**src/core/sffc_pkg.sv**
```systemverilog
// Constants and types shared by the serial frame-format block.
package sffc_pkg;
    // ****************
    // Register map
    // ****************
    localparam logic [7:0] ADDR_FMT   = 8'h00;
    localparam logic [7:0] ADDR_STAT  = 8'h01;
    localparam logic [7:0] FMT_RESET  = 8'h00;
    // ****************
    // Frame-format field positions
    // ****************
    localparam int         BIT_SYNC   = 7;
    localparam int         BIT_CHR    = 6;
    localparam int         BIT_PAR_EN = 5;
    localparam int         BIT_PAR_OD = 4;
    localparam int         BIT_STOP2  = 3;
    localparam int         BIT_MP     = 2;
    localparam int         BIT_CKS_HI = 1;
    localparam int         BIT_CKS_LO = 0;
    // ****************
    // Clock source codes and timing counts
    // ****************
    localparam logic [1:0] CKS_SYS    = 2'h0;
    localparam logic [1:0] CKS_SUB    = 2'h1;
    localparam logic [1:0] CKS_DIV16  = 2'h2;
    localparam logic [1:0] CKS_DIV64  = 2'h3;
    localparam logic [5:0] PRE_LAST16 = 6'h0F;
    localparam logic [5:0] PRE_LAST64 = 6'h3F;
    // Source ticks per bit; stands in for the excluded bit-rate counter.
    localparam logic [7:0] BIT_LAST   = 8'h0F;
    localparam logic [7:0] HALF_LAST  = 8'h07;
    localparam logic [3:0] LEN_8      = 4'h8;
    localparam logic [3:0] LEN_7      = 4'h7;
    localparam logic [3:0] LEN_5      = 4'h5;
    // ****************
    // Frame sequencer states, Gray coded along the usual path from idle to stop
    // ****************
    typedef enum logic [2:0] {
        F_IDLE  = 3'h0,
        F_START = 3'h1,
        F_DATA  = 3'h3,
        F_EXTRA = 3'h2,
        F_STOP  = 3'h6
    } sffc_frame_t;
endpackage

```
**src/core/sffc_cfg_if.sv**
```systemverilog
// Carrier for the frame-format byte and its decoded settings.
`timescale 1ns/1ns
interface sffc_cfg_if;
    logic [7:0] fmt;
    logic       sync;
    logic       par_en;
    logic       par_odd;
    logic       two_stop;
    logic       mp_en;
    logic [3:0] nbits;
    modport dec  (input fmt, output sync, par_en, par_odd, two_stop,
                  mp_en, nbits);
    modport core (output fmt, input sync, par_en, par_odd, two_stop,
                  mp_en, nbits);
endinterface

```
**src/core/sffc_top.sv**
```systemverilog
// Frame-format register with the framer that obeys it.
//
// How it works
// [RL1] Format register is eight bits, zero after reset and low-power entry.
// [RL2] Software reads the format register at any time, and writes it at any time except while low_power_in is high.
// [RL3] Bit 7 low gives asynchronous framing, high gives synchronous.
// [RL4] Bit 6 picks 8 or 7 bits asynchronously; synchronous is always 8.
// [RL5] Seven-bit characters drop the top bit of the holding byte.
// [RL6] Parity and multiprocessor both set give 5 bits asynchronously, top three dropped.
// [RL7] Bit 5 enables parity append and check, asynchronous only.
// [RL8] Bit 4 picks even or odd parity when parity is in use.
// [RL9] Parity makes ones count even or odd; receiver checks the same.
// [RL10] Bit 3 gives one or two high stop bits, none when synchronous.
// [RL11] Receiver checks only the first stop bit; a low next bit starts.
// [RL12] Bit 2 enables multiprocessor mode, which overrides parity settings.
// [RL13] Software keeps multiprocessor mode clear in synchronous mode.
// [RL14] Bits 1:0 pick system clock, sub-clock, divide by 16 or 64.
// [RL15] Sub-clock code halves the sub-clock except in sub modes.
// [RL16] Sub modes need the CPU on the halved sub-clock; software's job.
//
// Implementation choices: the register offsets and the address-and-strobe port.
`timescale 1ns/1ns
module sffc_top
    import sffc_pkg::*;
(
    input  wire logic       sys_clk_in,
    input  wire logic       arst_n_in,
    input  wire logic [7:0] reg_addr_in,
    input  wire logic [7:0] reg_wdata_in,
    input  wire logic       reg_wr_in,
    input  wire logic       reg_rd_in,
    output logic      [7:0] reg_rdata_out,
    input  wire logic       low_power_in,
    input  wire logic       sub_mode_in,
    input  wire logic       sub_tick_in,
    input  wire logic [7:0] tx_data_in,
    input  wire logic       tx_mpb_in,
    input  wire logic       tx_load_in,
    output logic            tx_ready_out,
    output logic            txd_out,
    input  wire logic       rxd_in,
    output logic      [7:0] rx_data_out,
    output logic            rx_valid_out,
    output logic            rx_parity_err_out,
    output logic            rx_frame_err_out,
    output logic            rx_mpb_out
);
    // ****************
    // State
    // ****************
    typedef struct packed {
        logic [7:0]  fmt;
        sffc_frame_t tx_st;
        logic [7:0]  tx_sh;
        logic [2:0]  tx_idx;
        logic [7:0]  tx_cnt;
        logic        tx_xbit;
        logic        tx_more;
        logic        txd;
        logic        tx_ready;
        sffc_frame_t rx_st;
        logic [7:0]  rx_sh;
        logic [2:0]  rx_idx;
        logic [7:0]  rx_cnt;
        logic        rx_xbit;
        logic [7:0]  rx_data;
        logic        rx_valid;
        logic        rx_perr;
        logic        rx_ferr;
        logic        rx_mpb;
        logic [7:0]  rdata;
    } sffc_state_t;

    sffc_state_t cur;
    sffc_state_t next_cur;
    logic        src_tick;
    logic [7:0]  mask;
    logic [7:0]  tx_bits;
    logic [7:0]  rx_just;
    logic        tx_end;
    logic        rx_end;
    logic [2:0]  last_idx;
    logic        use_xbit;

    sffc_cfg_if cfg ();

    // ****************
    // Helpers
    // ****************
    sffc_decode u_dec (
        .cfg (cfg.dec)
    );

    sffc_clksel u_cks (
        .sys_clk_in   (sys_clk_in),
        .arst_n_in    (arst_n_in),
        .cks_in       (cur.fmt[BIT_CKS_HI:BIT_CKS_LO]),
        .sub_mode_in  (sub_mode_in),
        .sub_tick_in  (sub_tick_in),
        .src_tick_out (src_tick)
    );

    assign cfg.fmt = cur.fmt;

    // ****************
    // Next-state logic
    // ****************
    always_comb begin
        next_cur          = cur;
        next_cur.rx_valid = 1'b0;
        next_cur.rdata    = 8'h00;
        // Unused top bits are forced to zero before sending.
        mask      = 8'hFF >> (LEN_8 - cfg.nbits);                 // [RL5] [RL6]
        tx_bits   = tx_data_in & mask;
        last_idx  = 3'(cfg.nbits - 4'h1);
        use_xbit  = cfg.par_en || cfg.mp_en;
        rx_just   = cur.rx_sh >> (LEN_8 - cfg.nbits);
        tx_end    = src_tick && (cur.tx_cnt == BIT_LAST);
        rx_end    = src_tick && (cur.rx_cnt == BIT_LAST);

        // Register port; the read answer stands for one cycle only.
        if (reg_rd_in) begin                                       // [RL2]
            unique case (reg_addr_in)
                ADDR_FMT:  next_cur.rdata = cur.fmt;
                ADDR_STAT: next_cur.rdata = {3'h0, cur.rx_mpb,
                                             cur.rx_ferr, cur.rx_perr,
                                             cur.rx_st != F_IDLE,
                                             cur.tx_st != F_IDLE};
                default:   next_cur.rdata = 8'h00;
            endcase
        end
        if (reg_wr_in && reg_addr_in == ADDR_FMT) begin
            next_cur.fmt = reg_wdata_in;                           // [RL2]
        end

        // ****************
        // Transmitter
        // ****************
        if (src_tick) begin
            next_cur.tx_cnt = cur.tx_cnt + 8'h01;
        end
        unique case (cur.tx_st)
            F_IDLE: begin
                next_cur.tx_cnt = 8'h00;
                next_cur.txd    = 1'b1;
                if (tx_load_in && cur.tx_ready) begin
                    next_cur.tx_sh   = tx_bits;
                    next_cur.tx_idx  = 3'h0;
                    next_cur.tx_more = cfg.two_stop;
                    // Even parity makes the ones count even, odd makes it odd.
                    next_cur.tx_xbit = cfg.mp_en ? tx_mpb_in
                                       : (^tx_bits) ^ cfg.par_odd; // [RL9]
                    if (cfg.sync) begin
                        next_cur.tx_st = F_DATA;                   // [RL3]
                        next_cur.txd   = tx_bits[0];
                    end else begin
                        next_cur.tx_st = F_START;
                        next_cur.txd   = 1'b0;
                    end
                end
            end
            F_START: begin
                if (tx_end) begin
                    next_cur.tx_cnt = 8'h00;
                    next_cur.tx_st  = F_DATA;
                    next_cur.txd    = cur.tx_sh[0];
                end
            end
            F_DATA: begin
                if (tx_end) begin
                    next_cur.tx_cnt = 8'h00;
                    next_cur.tx_sh  = cur.tx_sh >> 1;
                    next_cur.tx_idx = cur.tx_idx + 3'h1;
                    next_cur.txd    = cur.tx_sh[1];
                    if (cur.tx_idx == last_idx) begin
                        next_cur.txd = 1'b1;
                        if (cfg.sync) begin
                            next_cur.tx_st = F_IDLE;               // [RL10]
                        end else if (use_xbit) begin
                            next_cur.tx_st = F_EXTRA;              // [RL7]
                            next_cur.txd   = cur.tx_xbit;
                        end else begin
                            next_cur.tx_st = F_STOP;
                        end
                    end
                end
            end
            F_EXTRA: begin
                if (tx_end) begin
                    next_cur.tx_cnt = 8'h00;
                    next_cur.tx_st  = F_STOP;
                    next_cur.txd    = 1'b1;
                end
            end
            F_STOP: begin
                if (tx_end) begin
                    next_cur.tx_cnt  = 8'h00;
                    next_cur.tx_more = 1'b0;
                    if (!cur.tx_more) begin
                        next_cur.tx_st = F_IDLE;                   // [RL10]
                    end
                end
            end
            default: begin
                next_cur.tx_st = F_IDLE;
            end
        endcase
        next_cur.tx_ready = (next_cur.tx_st == F_IDLE);

        // ****************
        // Receiver, asynchronous framing only
        // ****************
        if (src_tick) begin
            next_cur.rx_cnt = cur.rx_cnt + 8'h01;
        end
        unique case (cur.rx_st)
            F_IDLE: begin
                next_cur.rx_cnt = 8'h00;
                if (!rxd_in && !cfg.sync) begin
                    next_cur.rx_st = F_START;
                end
            end
            F_START: begin
                // Recheck at mid-bit so a glitch is not taken as a start.
                if (src_tick && cur.rx_cnt == HALF_LAST) begin
                    next_cur.rx_cnt = 8'h00;
                    next_cur.rx_idx = 3'h0;
                    next_cur.rx_st  = rxd_in ? F_IDLE : F_DATA;
                end
            end
            F_DATA: begin
                if (rx_end) begin
                    next_cur.rx_cnt = 8'h00;
                    next_cur.rx_sh  = {rxd_in, cur.rx_sh[7:1]};
                    next_cur.rx_idx = cur.rx_idx + 3'h1;
                    if (cur.rx_idx == last_idx) begin
                        next_cur.rx_st = use_xbit ? F_EXTRA : F_STOP;
                    end
                end
            end
            F_EXTRA: begin
                if (rx_end) begin
                    next_cur.rx_cnt  = 8'h00;
                    next_cur.rx_xbit = rxd_in;
                    next_cur.rx_st   = F_STOP;
                end
            end
            F_STOP: begin
                if (rx_end) begin
                    next_cur.rx_data  = rx_just;
                    next_cur.rx_valid = 1'b1;
                    next_cur.rx_ferr  = !rxd_in;                   // [RL11]
                    next_cur.rx_perr  = cfg.par_en
                        && ((^rx_just) ^ cur.rx_xbit ^ cfg.par_odd); // [RL9]
                    next_cur.rx_mpb   = cfg.mp_en && cur.rx_xbit;  // [RL12]
                    // A second stop slot is not waited for, so a low there
                    // is seen as the next start bit.
                    next_cur.rx_st    = F_IDLE;                    // [RL11]
                end
            end
            default: begin
                next_cur.rx_st = F_IDLE;
            end
        endcase

        // ****************
        // Low-power entry clears the format and aborts any frame
        // ****************
        if (low_power_in) begin
            next_cur.fmt      = FMT_RESET;                         // [RL1]
            next_cur.tx_st    = F_IDLE;
            next_cur.tx_ready = 1'b1;
            next_cur.txd      = 1'b1;
            next_cur.rx_st    = F_IDLE;
        end
    end

    // ****************
    // Registers
    // ****************
    always_ff @(posedge sys_clk_in or negedge arst_n_in) begin
        if (!arst_n_in) begin
            cur          <= '0;
            cur.fmt      <= FMT_RESET;                             // [RL1]
            cur.tx_st    <= F_IDLE;
            cur.rx_st    <= F_IDLE;
            cur.txd      <= 1'b1;
            cur.tx_ready <= 1'b1;
        end else begin
            cur <= next_cur;
        end
    end

    assign reg_rdata_out     = cur.rdata;
    assign tx_ready_out      = cur.tx_ready;
    assign txd_out           = cur.txd;
    assign rx_data_out       = cur.rx_data;
    assign rx_valid_out      = cur.rx_valid;
    assign rx_parity_err_out = cur.rx_perr;
    assign rx_frame_err_out  = cur.rx_ferr;
    assign rx_mpb_out        = cur.rx_mpb;
endmodule

```
**src/core/sffc_decode.sv**
```systemverilog
// Decoder from the frame-format byte to the settings the framer uses.
`timescale 1ns/1ns
module sffc_decode
    import sffc_pkg::*;
(
    sffc_cfg_if.dec cfg
);
    logic five;

    always_comb begin
        cfg.sync     = cfg.fmt[BIT_SYNC];                          // [RL3]
        // Five-bit characters are the parity-plus-multiprocessor code.
        five         = !cfg.sync && cfg.fmt[BIT_PAR_EN]
                       && cfg.fmt[BIT_MP];                         // [RL6]
        if (cfg.sync || (!cfg.fmt[BIT_CHR] && !five)) begin
            cfg.nbits = LEN_8;                                     // [RL4]
        end else if (five) begin
            cfg.nbits = LEN_5;                                     // [RL6]
        end else begin
            cfg.nbits = LEN_7;                                     // [RL4]
        end
        cfg.mp_en    = !cfg.sync && cfg.fmt[BIT_MP];               // [RL12]
        cfg.par_en   = !cfg.sync && cfg.fmt[BIT_PAR_EN]
                       && !cfg.fmt[BIT_MP];                        // [RL7]
        cfg.par_odd  = cfg.par_en && cfg.fmt[BIT_PAR_OD];          // [RL8]
        cfg.two_stop = !cfg.sync && cfg.fmt[BIT_STOP2];            // [RL10]
    end
endmodule

```
**src/core/sffc_clksel.sv**
```systemverilog
// Source-clock selector feeding the bit timing of the framer.
`timescale 1ns/1ns
module sffc_clksel
    import sffc_pkg::*;
(
    input  wire logic       sys_clk_in,
    input  wire logic       arst_n_in,
    input  wire logic [1:0] cks_in,
    input  wire logic       sub_mode_in,
    input  wire logic       sub_tick_in,
    output logic            src_tick_out
);
    typedef struct packed {
        logic [5:0] pre;
        logic       half;
        logic       tick;
    } sffc_cs_t;

    sffc_cs_t cur;
    sffc_cs_t next_cur;

    always_comb begin
        next_cur     = cur;
        next_cur.pre = cur.pre + 6'h01;
        if (sub_tick_in) begin
            next_cur.half = !cur.half;
        end
        unique case (cks_in)                                       // [RL14]
            CKS_SYS:   next_cur.tick = 1'b1;
            // Halved sub-clock in active and sleep, full rate in sub modes.
            CKS_SUB:   next_cur.tick = sub_tick_in
                                       && (sub_mode_in || cur.half); // [RL15]
            CKS_DIV16: next_cur.tick = (cur.pre[3:0] == PRE_LAST16[3:0]);
            CKS_DIV64: next_cur.tick = (cur.pre == PRE_LAST64);
        endcase
    end

    always_ff @(posedge sys_clk_in or negedge arst_n_in) begin
        if (!arst_n_in) begin
            cur <= '0;
        end else begin
            cur <= next_cur;
        end
    end

    assign src_tick_out = cur.tick;
endmodule

```
**config.mk**
```make
export PLATFORM = sky130hd
export DESIGN_NAME = sffc_top
export DESIGN_NICKNAME = d
export VERILOG_FILES = /design/src/core/sffc_pkg.sv /design/src/core/sffc_cfg_if.sv /design/src/core/sffc_top.sv /design/src/core/sffc_decode.sv /design/src/core/sffc_clksel.sv
export SDC_FILE = /design/constraint.sdc
export NUM_CORES = 1
export LEC_CHECK = 0
export ABC_CLOCK_PERIOD_IN_PS = 2300
export BUFFER_PORTS_ARGS = -buffer_cell sky130_fd_sc_hd__buf_2
export CAP_MARGIN = 20
export CORE_MARGIN = 5
export CORE_UTILIZATION = 25
export DETAILED_ROUTE_END_ITERATION = 12
export GPL_ROUTABILITY_DRIVEN = 0
export HOLD_SLACK_MARGIN = 0.05
export PLACE_DENSITY_LB_ADDON = 0.1
export SLEW_MARGIN = 20
export SYNTH_ARGS = -nofsm -noshare
export SYNTH_HDL_FRONTEND = slang
export SYNTH_SLANG_ARGS = --single-unit
```
**constraint.sdc**
```tcl
create_clock -name sys_clk_in -period 2.3 [get_ports sys_clk_in]
set_clock_uncertainty 0.15 [all_clocks]
set_input_delay 0.46 -clock sys_clk_in [delete_from_list [all_inputs] [get_ports sys_clk_in]]
set_output_delay 0.46 -clock sys_clk_in [all_outputs]
set_load 0.01 [all_outputs]
```
After elaboration in Yosys (flattened, before gate mapping)

Index checks and enable logic that the tools add are counted.

Register bits: 85
Input port bits: 34
Output and inout bits: 22
Word-level logic and storage cells: 168

Add/sub/neg operators: 7
Equality and inequality tests: 33
Shift-type cells: 2
Mux-type cells: 50
Bitwise operators: 4
Reductions and logical operators: 49

Operator list:

| kind                                                            | number |
|---|---|
| 22-bit two-way mux                                              | 2 |
| 8-bit two-way mux                                               | 5 |
| 3-bit two-way mux                                               | 12 |
| 8-bit case mux with 4 select lines                              | 1 |
| 3-bit case mux with 5 select lines                              | 2 |
| 3-bit != test, second input constant                            | 9 |
| 8-bit case mux with 3 select lines                              | 1 |
| 11-bit two-way mux                                              | 2 |
| 11-bit case mux with 2 select lines                             | 1 |
| 8-bit by 1-bit adder with 8-bit output, second input constant   | 2 |
| 8-bit by 4-bit == test with 1-bit output, second input constant | 2 |
| 1-bit logical AND                                               | 16 |
| 8-bit case mux with 2 select lines                              | 1 |
| 8-bit parity                                                    | 2 |
| 14-bit two-way mux                                              | 1 |
| 3-bit by 2-bit == test with 1-bit output, second input constant | 4 |
| 4-bit two-way mux                                               | 3 |
| 2-bit != test, second input constant                            | 5 |
| 3-bit zero test                                                 | 3 |
| 1-bit two-way mux                                               | 9 |
| 9-bit two-way mux                                               | 1 |
| 3-bit AND reduction                                             | 3 |
| 8-bit bitwise AND                                               | 1 |
| 8-bit by 1-bit == test with 1-bit output, second input constant | 1 |
| other kinds (31)                                                | 56 |

Depth between registers and ports, before layout

Word-level depth: 15
Mapped depth: 8
Mapped depth without buffers: 7

Cells and area by module

A second synthesis with hierarchy kept.

Cells, all modules: 481
Area total of the unflattened synthesis: 4685.7 um^2

By module, submodules not included:

| module      | times used | cells each | area each (um^2) | seq. area each (um^2) |
|---|---|---|---|---|
| sffc_top    | 1          | 446        | 4301.6           | 1929.4 |
| sffc_clksel | 1          | 24         | 307.8            | 200.2 |
| sffc_decode | 1          | 11         | 76.3             | 0.0 |

Worst setup path after synthesis

No wires, ideal clock.

Path type: input to register
Start point: in reg_addr_in[2]
End point: reg cfg.fmt[0] (netlist name)
Library setup time: 0.131 ns
Arrival: 1.675 ns
Data required time: 2.019 ns
Path slack: 0.344 ns
Stages on the path: 6
Path buffers: 1
Cell sequence: or4_1 > nor4_1 > nand3b_1 > buf_2 > mux2i_1 > nor2_1

Longest elaborated chain between the ends: 3

RTL lines:

| element                      | RTL line        | source |
|---|---|---|
| from (decl)                  | sffc_top.sv:28  | `input wire logic [7:0] reg_addr_in,` |
| 8-bit zero test              | sffc_top.sv:132 | `if (reg_wr_in && reg_addr_in == ADDR_FMT) begin` |
| 1-bit logical AND            | sffc_top.sv:132 |  |
| 2-bit nonzero test (no line) | n/a             |  |

Every way passes these cells.
A chain may end at the register's enable or synchronous reset.

Final worst setup path

Start point: reg cur[21] (netlist bit)
End point: reg cur[33] (netlist bit)

Longest elaborated chain between the ends: 3

RTL lines:

| element                                  | RTL line        | source |
|---|---|---|
| from (decl)                              | sffc_top.sv:74  | `sffc_state_t cur;` |
| from (signal assigned)                   | sffc_top.sv:290 | `cur <= next_cur;` |
| 8-bit by 4-bit == test with 1-bit output | sffc_top.sv:119 | `rx_end = src_tick && (cur.rx_cnt == BIT_LAST);` |
| 1-bit logical AND                        | sffc_top.sv:119 |  |
| 2-bit AND reduction (no line)            | n/a             |  |

Every way passes these cells.

==> flow_summary.json <==
{
  "timing.fmax_mhz": 480,
  "setup_viol": 0,
  "drive_above_1_share_pct": 23.4,
  "grt_most_used_layer": "met2",
  "cp.required_ps": 2380,
  "htreeDepth": 3,
  "wirelength_um": 11000,
  "worst_hold_path.num_cells": 2,
  "grt_pass1_wl_um": 18500,
  "p_clk_share_pct": 39.4,
  "worst_slew_pin_slew_ps": 589,
  "drtAntennaViolNets": 0,
  "grt_pass1_vias": 3408,
  "setup_ws_ps": 215,
  "synth-main-ff-cell": "dfrtp_1",
  "maxCapViolCount": 0,
  "antenna_cells": 0,
  "syn_nets": 473,
  "netSwitchingPower_uw": 947,
  "clk_path_buf_depth": 2,
  "p_leak_nw": 2.53,
  "synth_edf_count": 0,
  "pwr-share-comb_pct": 13.6,
  "use_met2_pct": 18.3,
  "rsz0062_at_grt": "false",
  "slew_violations": 0,
  "io_buffers": 55,
  "routedWlPerCell_um": 15.4,
  "clock-sinks": 85,
  "max-slew-margin-rel_pct": 60.5,
  "tritoncts": "yes",
  "seqPwrFrac_pct": 47.0,
  "antenna_found_initial": 0,
  "synth-seq-cells": 85,
  "path_class": "reg -> reg",
  "viasPerCell": 4.48,
  "grt_max_degree": 46,
  "finalCritPeriodShare_pct": 90.6,
  "crit_chain": "ha_1 -> and4_1 -> and2_1 -> and3_4 -> buf_4 -> mux2_2",
  "avgSynthCellArea_um2": 10.1,
  "setup_tns_ps": 0,
  "crit_slowest_cell": "dfrtp_1",
  "clock_latency_ps": 340,
  "finalCriticalPeriod_ps": 2080,
  "irDropWorstVdd_uv": 323,
  "die_h_um": 143,
  "cts-buffers-inserted": 9,
  "critical_path.max_fanout": 12,
  "worst_path_largest_cell_delay_ps": 390,
  "area_growth_pct": 18.4,
  "finalHoldViolCount": 0,
  "place_worst_setup_slack_ps": 48.4,
  "endpoint_kind": "flop",
  "drt_iter0_drc": 161,
  "synthDistinctLibCells": 62,
  "dieArea_mm2": 0.0203,
  "syn_area_mm2": 0.00439,
  "drc": 0,
  "start_util_pct": 25.4,
  "gr-total-overflow": 0,
  "root_buffer": "clkbuf_16",
  "status": "finished clean",
  "crit_arrival_ps": 2160,
  "fill_cells": 1825,
  "power_density_mw_per_mm2": 674,
  "groute.usage.overall_pct": 11.7,
  "p_int_mw": 2.56,
  "multi_input_area_mm2": 0.00202,
  "grt_use_met3_pct": 2.39,
  "clk_pin_slew_worst_paths_ps": 60,
  "drt_pass1_iterations": 4,
  "num_rows": 48,
  "die-width_um": 143,
  "ys_warn_count": 0,
  "synthArstFlopShare_pct": 100,
  "vias": 3207,
  "startpoint_type": "flop",
  "io_pins": 56,
  "syn_inst": 434,
  "regArea_mm2": 0.00213,
  "min_path_type": "in -> reg",
  "switching_share_pct": 27.0,
  "final_nets": 525,
  "yosysSeqAreaShare_pct": 48.5,
  "reg2regPathDepth": 6,
  "core_area_mm2": 0.0173,
  "gr-usage-met1_pct": 15.8,
  "hpwl_um": 8130
}
## path summary, 6_finish.rpt
path | from | endpoint | slack (ps)
max | cur[21] | cur[33] | 220
min in group asynchronous | arst_n_in | u_cks.cur[4] | 440
min reg2reg | u_cks.cur[1] | u_cks.cur[1] | 320
max reg2reg | cur[21] | cur[33] | 220
max in group asynchronous | arst_n_in | txd_out | 920
min | sub_tick_in | u_cks.cur[1] | 160
## cell usage after synthesis (all sizes together) (5+ instances only)
cell type	number	share of area [%]
dfrtp	83	47
nor2	53	4.6
nand2	44	3.8
buf	26	4.2
xnor2	23	4.6
mux2i	21	4.8
o21ai	16	1.8
mux2	13	3.5
a21oi	12	1.4
nand3	12	1.4
xor2	12	2.4
clkbuf	10	0.85
and2	9	1.3
a211oi	7	1.2
inv	7	0.60
a21o	6	1.0
nand2b	6	1.0
o31ai	6	1.0
a22oi	5	0.85
ha	5	1.4
nor2b	5	0.88
## registers in the layout, indices dropped and copies added, names as in the netlist
signal,count
cfg.fmt,8
cur,47
reg_rdata_out,8
rx_data_out,8
rx_frame_err_out,1
rx_mpb_out,1
rx_parity_err_out,1
rx_valid_out,1
tx_ready_out,1
txd_out,1
u_cks.cur,7
u_cks.src_tick_out,1
## final cells by class
class	instances	share of cell area, %
clock buffers	13	4.81
clock inverters	3	0.409
inverters	7	0.505
multi-input cells	306	38.9
flip-flops and latches	85	41.0
well taps	225	5.41
repair buffers	77	9.05
## stage by stage
step           area [um^2]  total power [mW]  utilization, %  cells  hold WS (ps)
6_report              5200              3.50            30.1    716           162
5_1_grt               5200              3.71            30.1    716           144
4_1_cts               5190              3.57            30.0    715           142
3_5_place_dp          4910              2.16            28.4    698           282
3_3_place_gp          4910              2.16            28.4    698           277
2_1_floorplan         4390              1.97               -    434          14.4
## cells by family after synthesis
family                     after synthesis  synth area share, %
AOI/OAI and AO/OA                       75                 11.6
xor gates and xnor gates                35                 6.98
adders and majority gates                5                 1.42
buffers and inverters                   43                 5.61
DFF                                     85                 48.5
muxes                                   34                 8.29
and+or+nand+nor                        157                 17.7
## layer usage
metal	vias up	wire length, um
met1	1542	5350
met4	0	260
met5	-	0
li1	1601	-
met3	16	380
met2	48	5050
## worst max-delay path: cells and delay by family (launching register included)
kind | cells | cell delay (ps)
fa+ha+maj | 1 | 190
buf+inv | 1 | 190
flops | 1 | 390
mux | 1 | 360
simple gates | 3 | 690
## placed cells by master, fill, tap and decap left out, types with 3 or more instances in the layout
cell        n
dfrtp_1    83
buf_2      54
nor2_1     52
nand2_1    44
xnor2_1    23
mux2i_1    21
buf_4      20
o21ai_0    14
nand3_1    12
a21oi_1    12
xor2_1     12
mux2_2     11
clkbuf_16   9
inv_1       7
and2_1      7
a211oi_1    7
a21o_1      6
o31ai_1     6
nand2b_1    5
a22oi_1     5
ha_1        5
nand4_1     4
a31oi_1     4
nor2b_1     4
nor3_1      4
nand3b_1    4
nor4_1      3
and3_1      3
clkbuf_1    3
## repair_timing
action,in CTS,in global routing
endpoints found under the hold margin,26,0
endpoints found under the setup margin,0,1
setup buffers,0,1
resized for setup,0,1
hold buffers,1,0
## power by group through the flow
stage	registers (mW)	logic, mW	clock network [mW]
6_report	1.65	0.476	1.38
3_5_place_dp	1.68	0.480	0
5_1_grt	1.66	0.543	1.50
3_3_place_gp	1.67	0.482	0
2_1_floorplan	1.65	0.312	0
4_1_cts	1.65	0.485	1.44
Power figures use the tool's default switching activity.
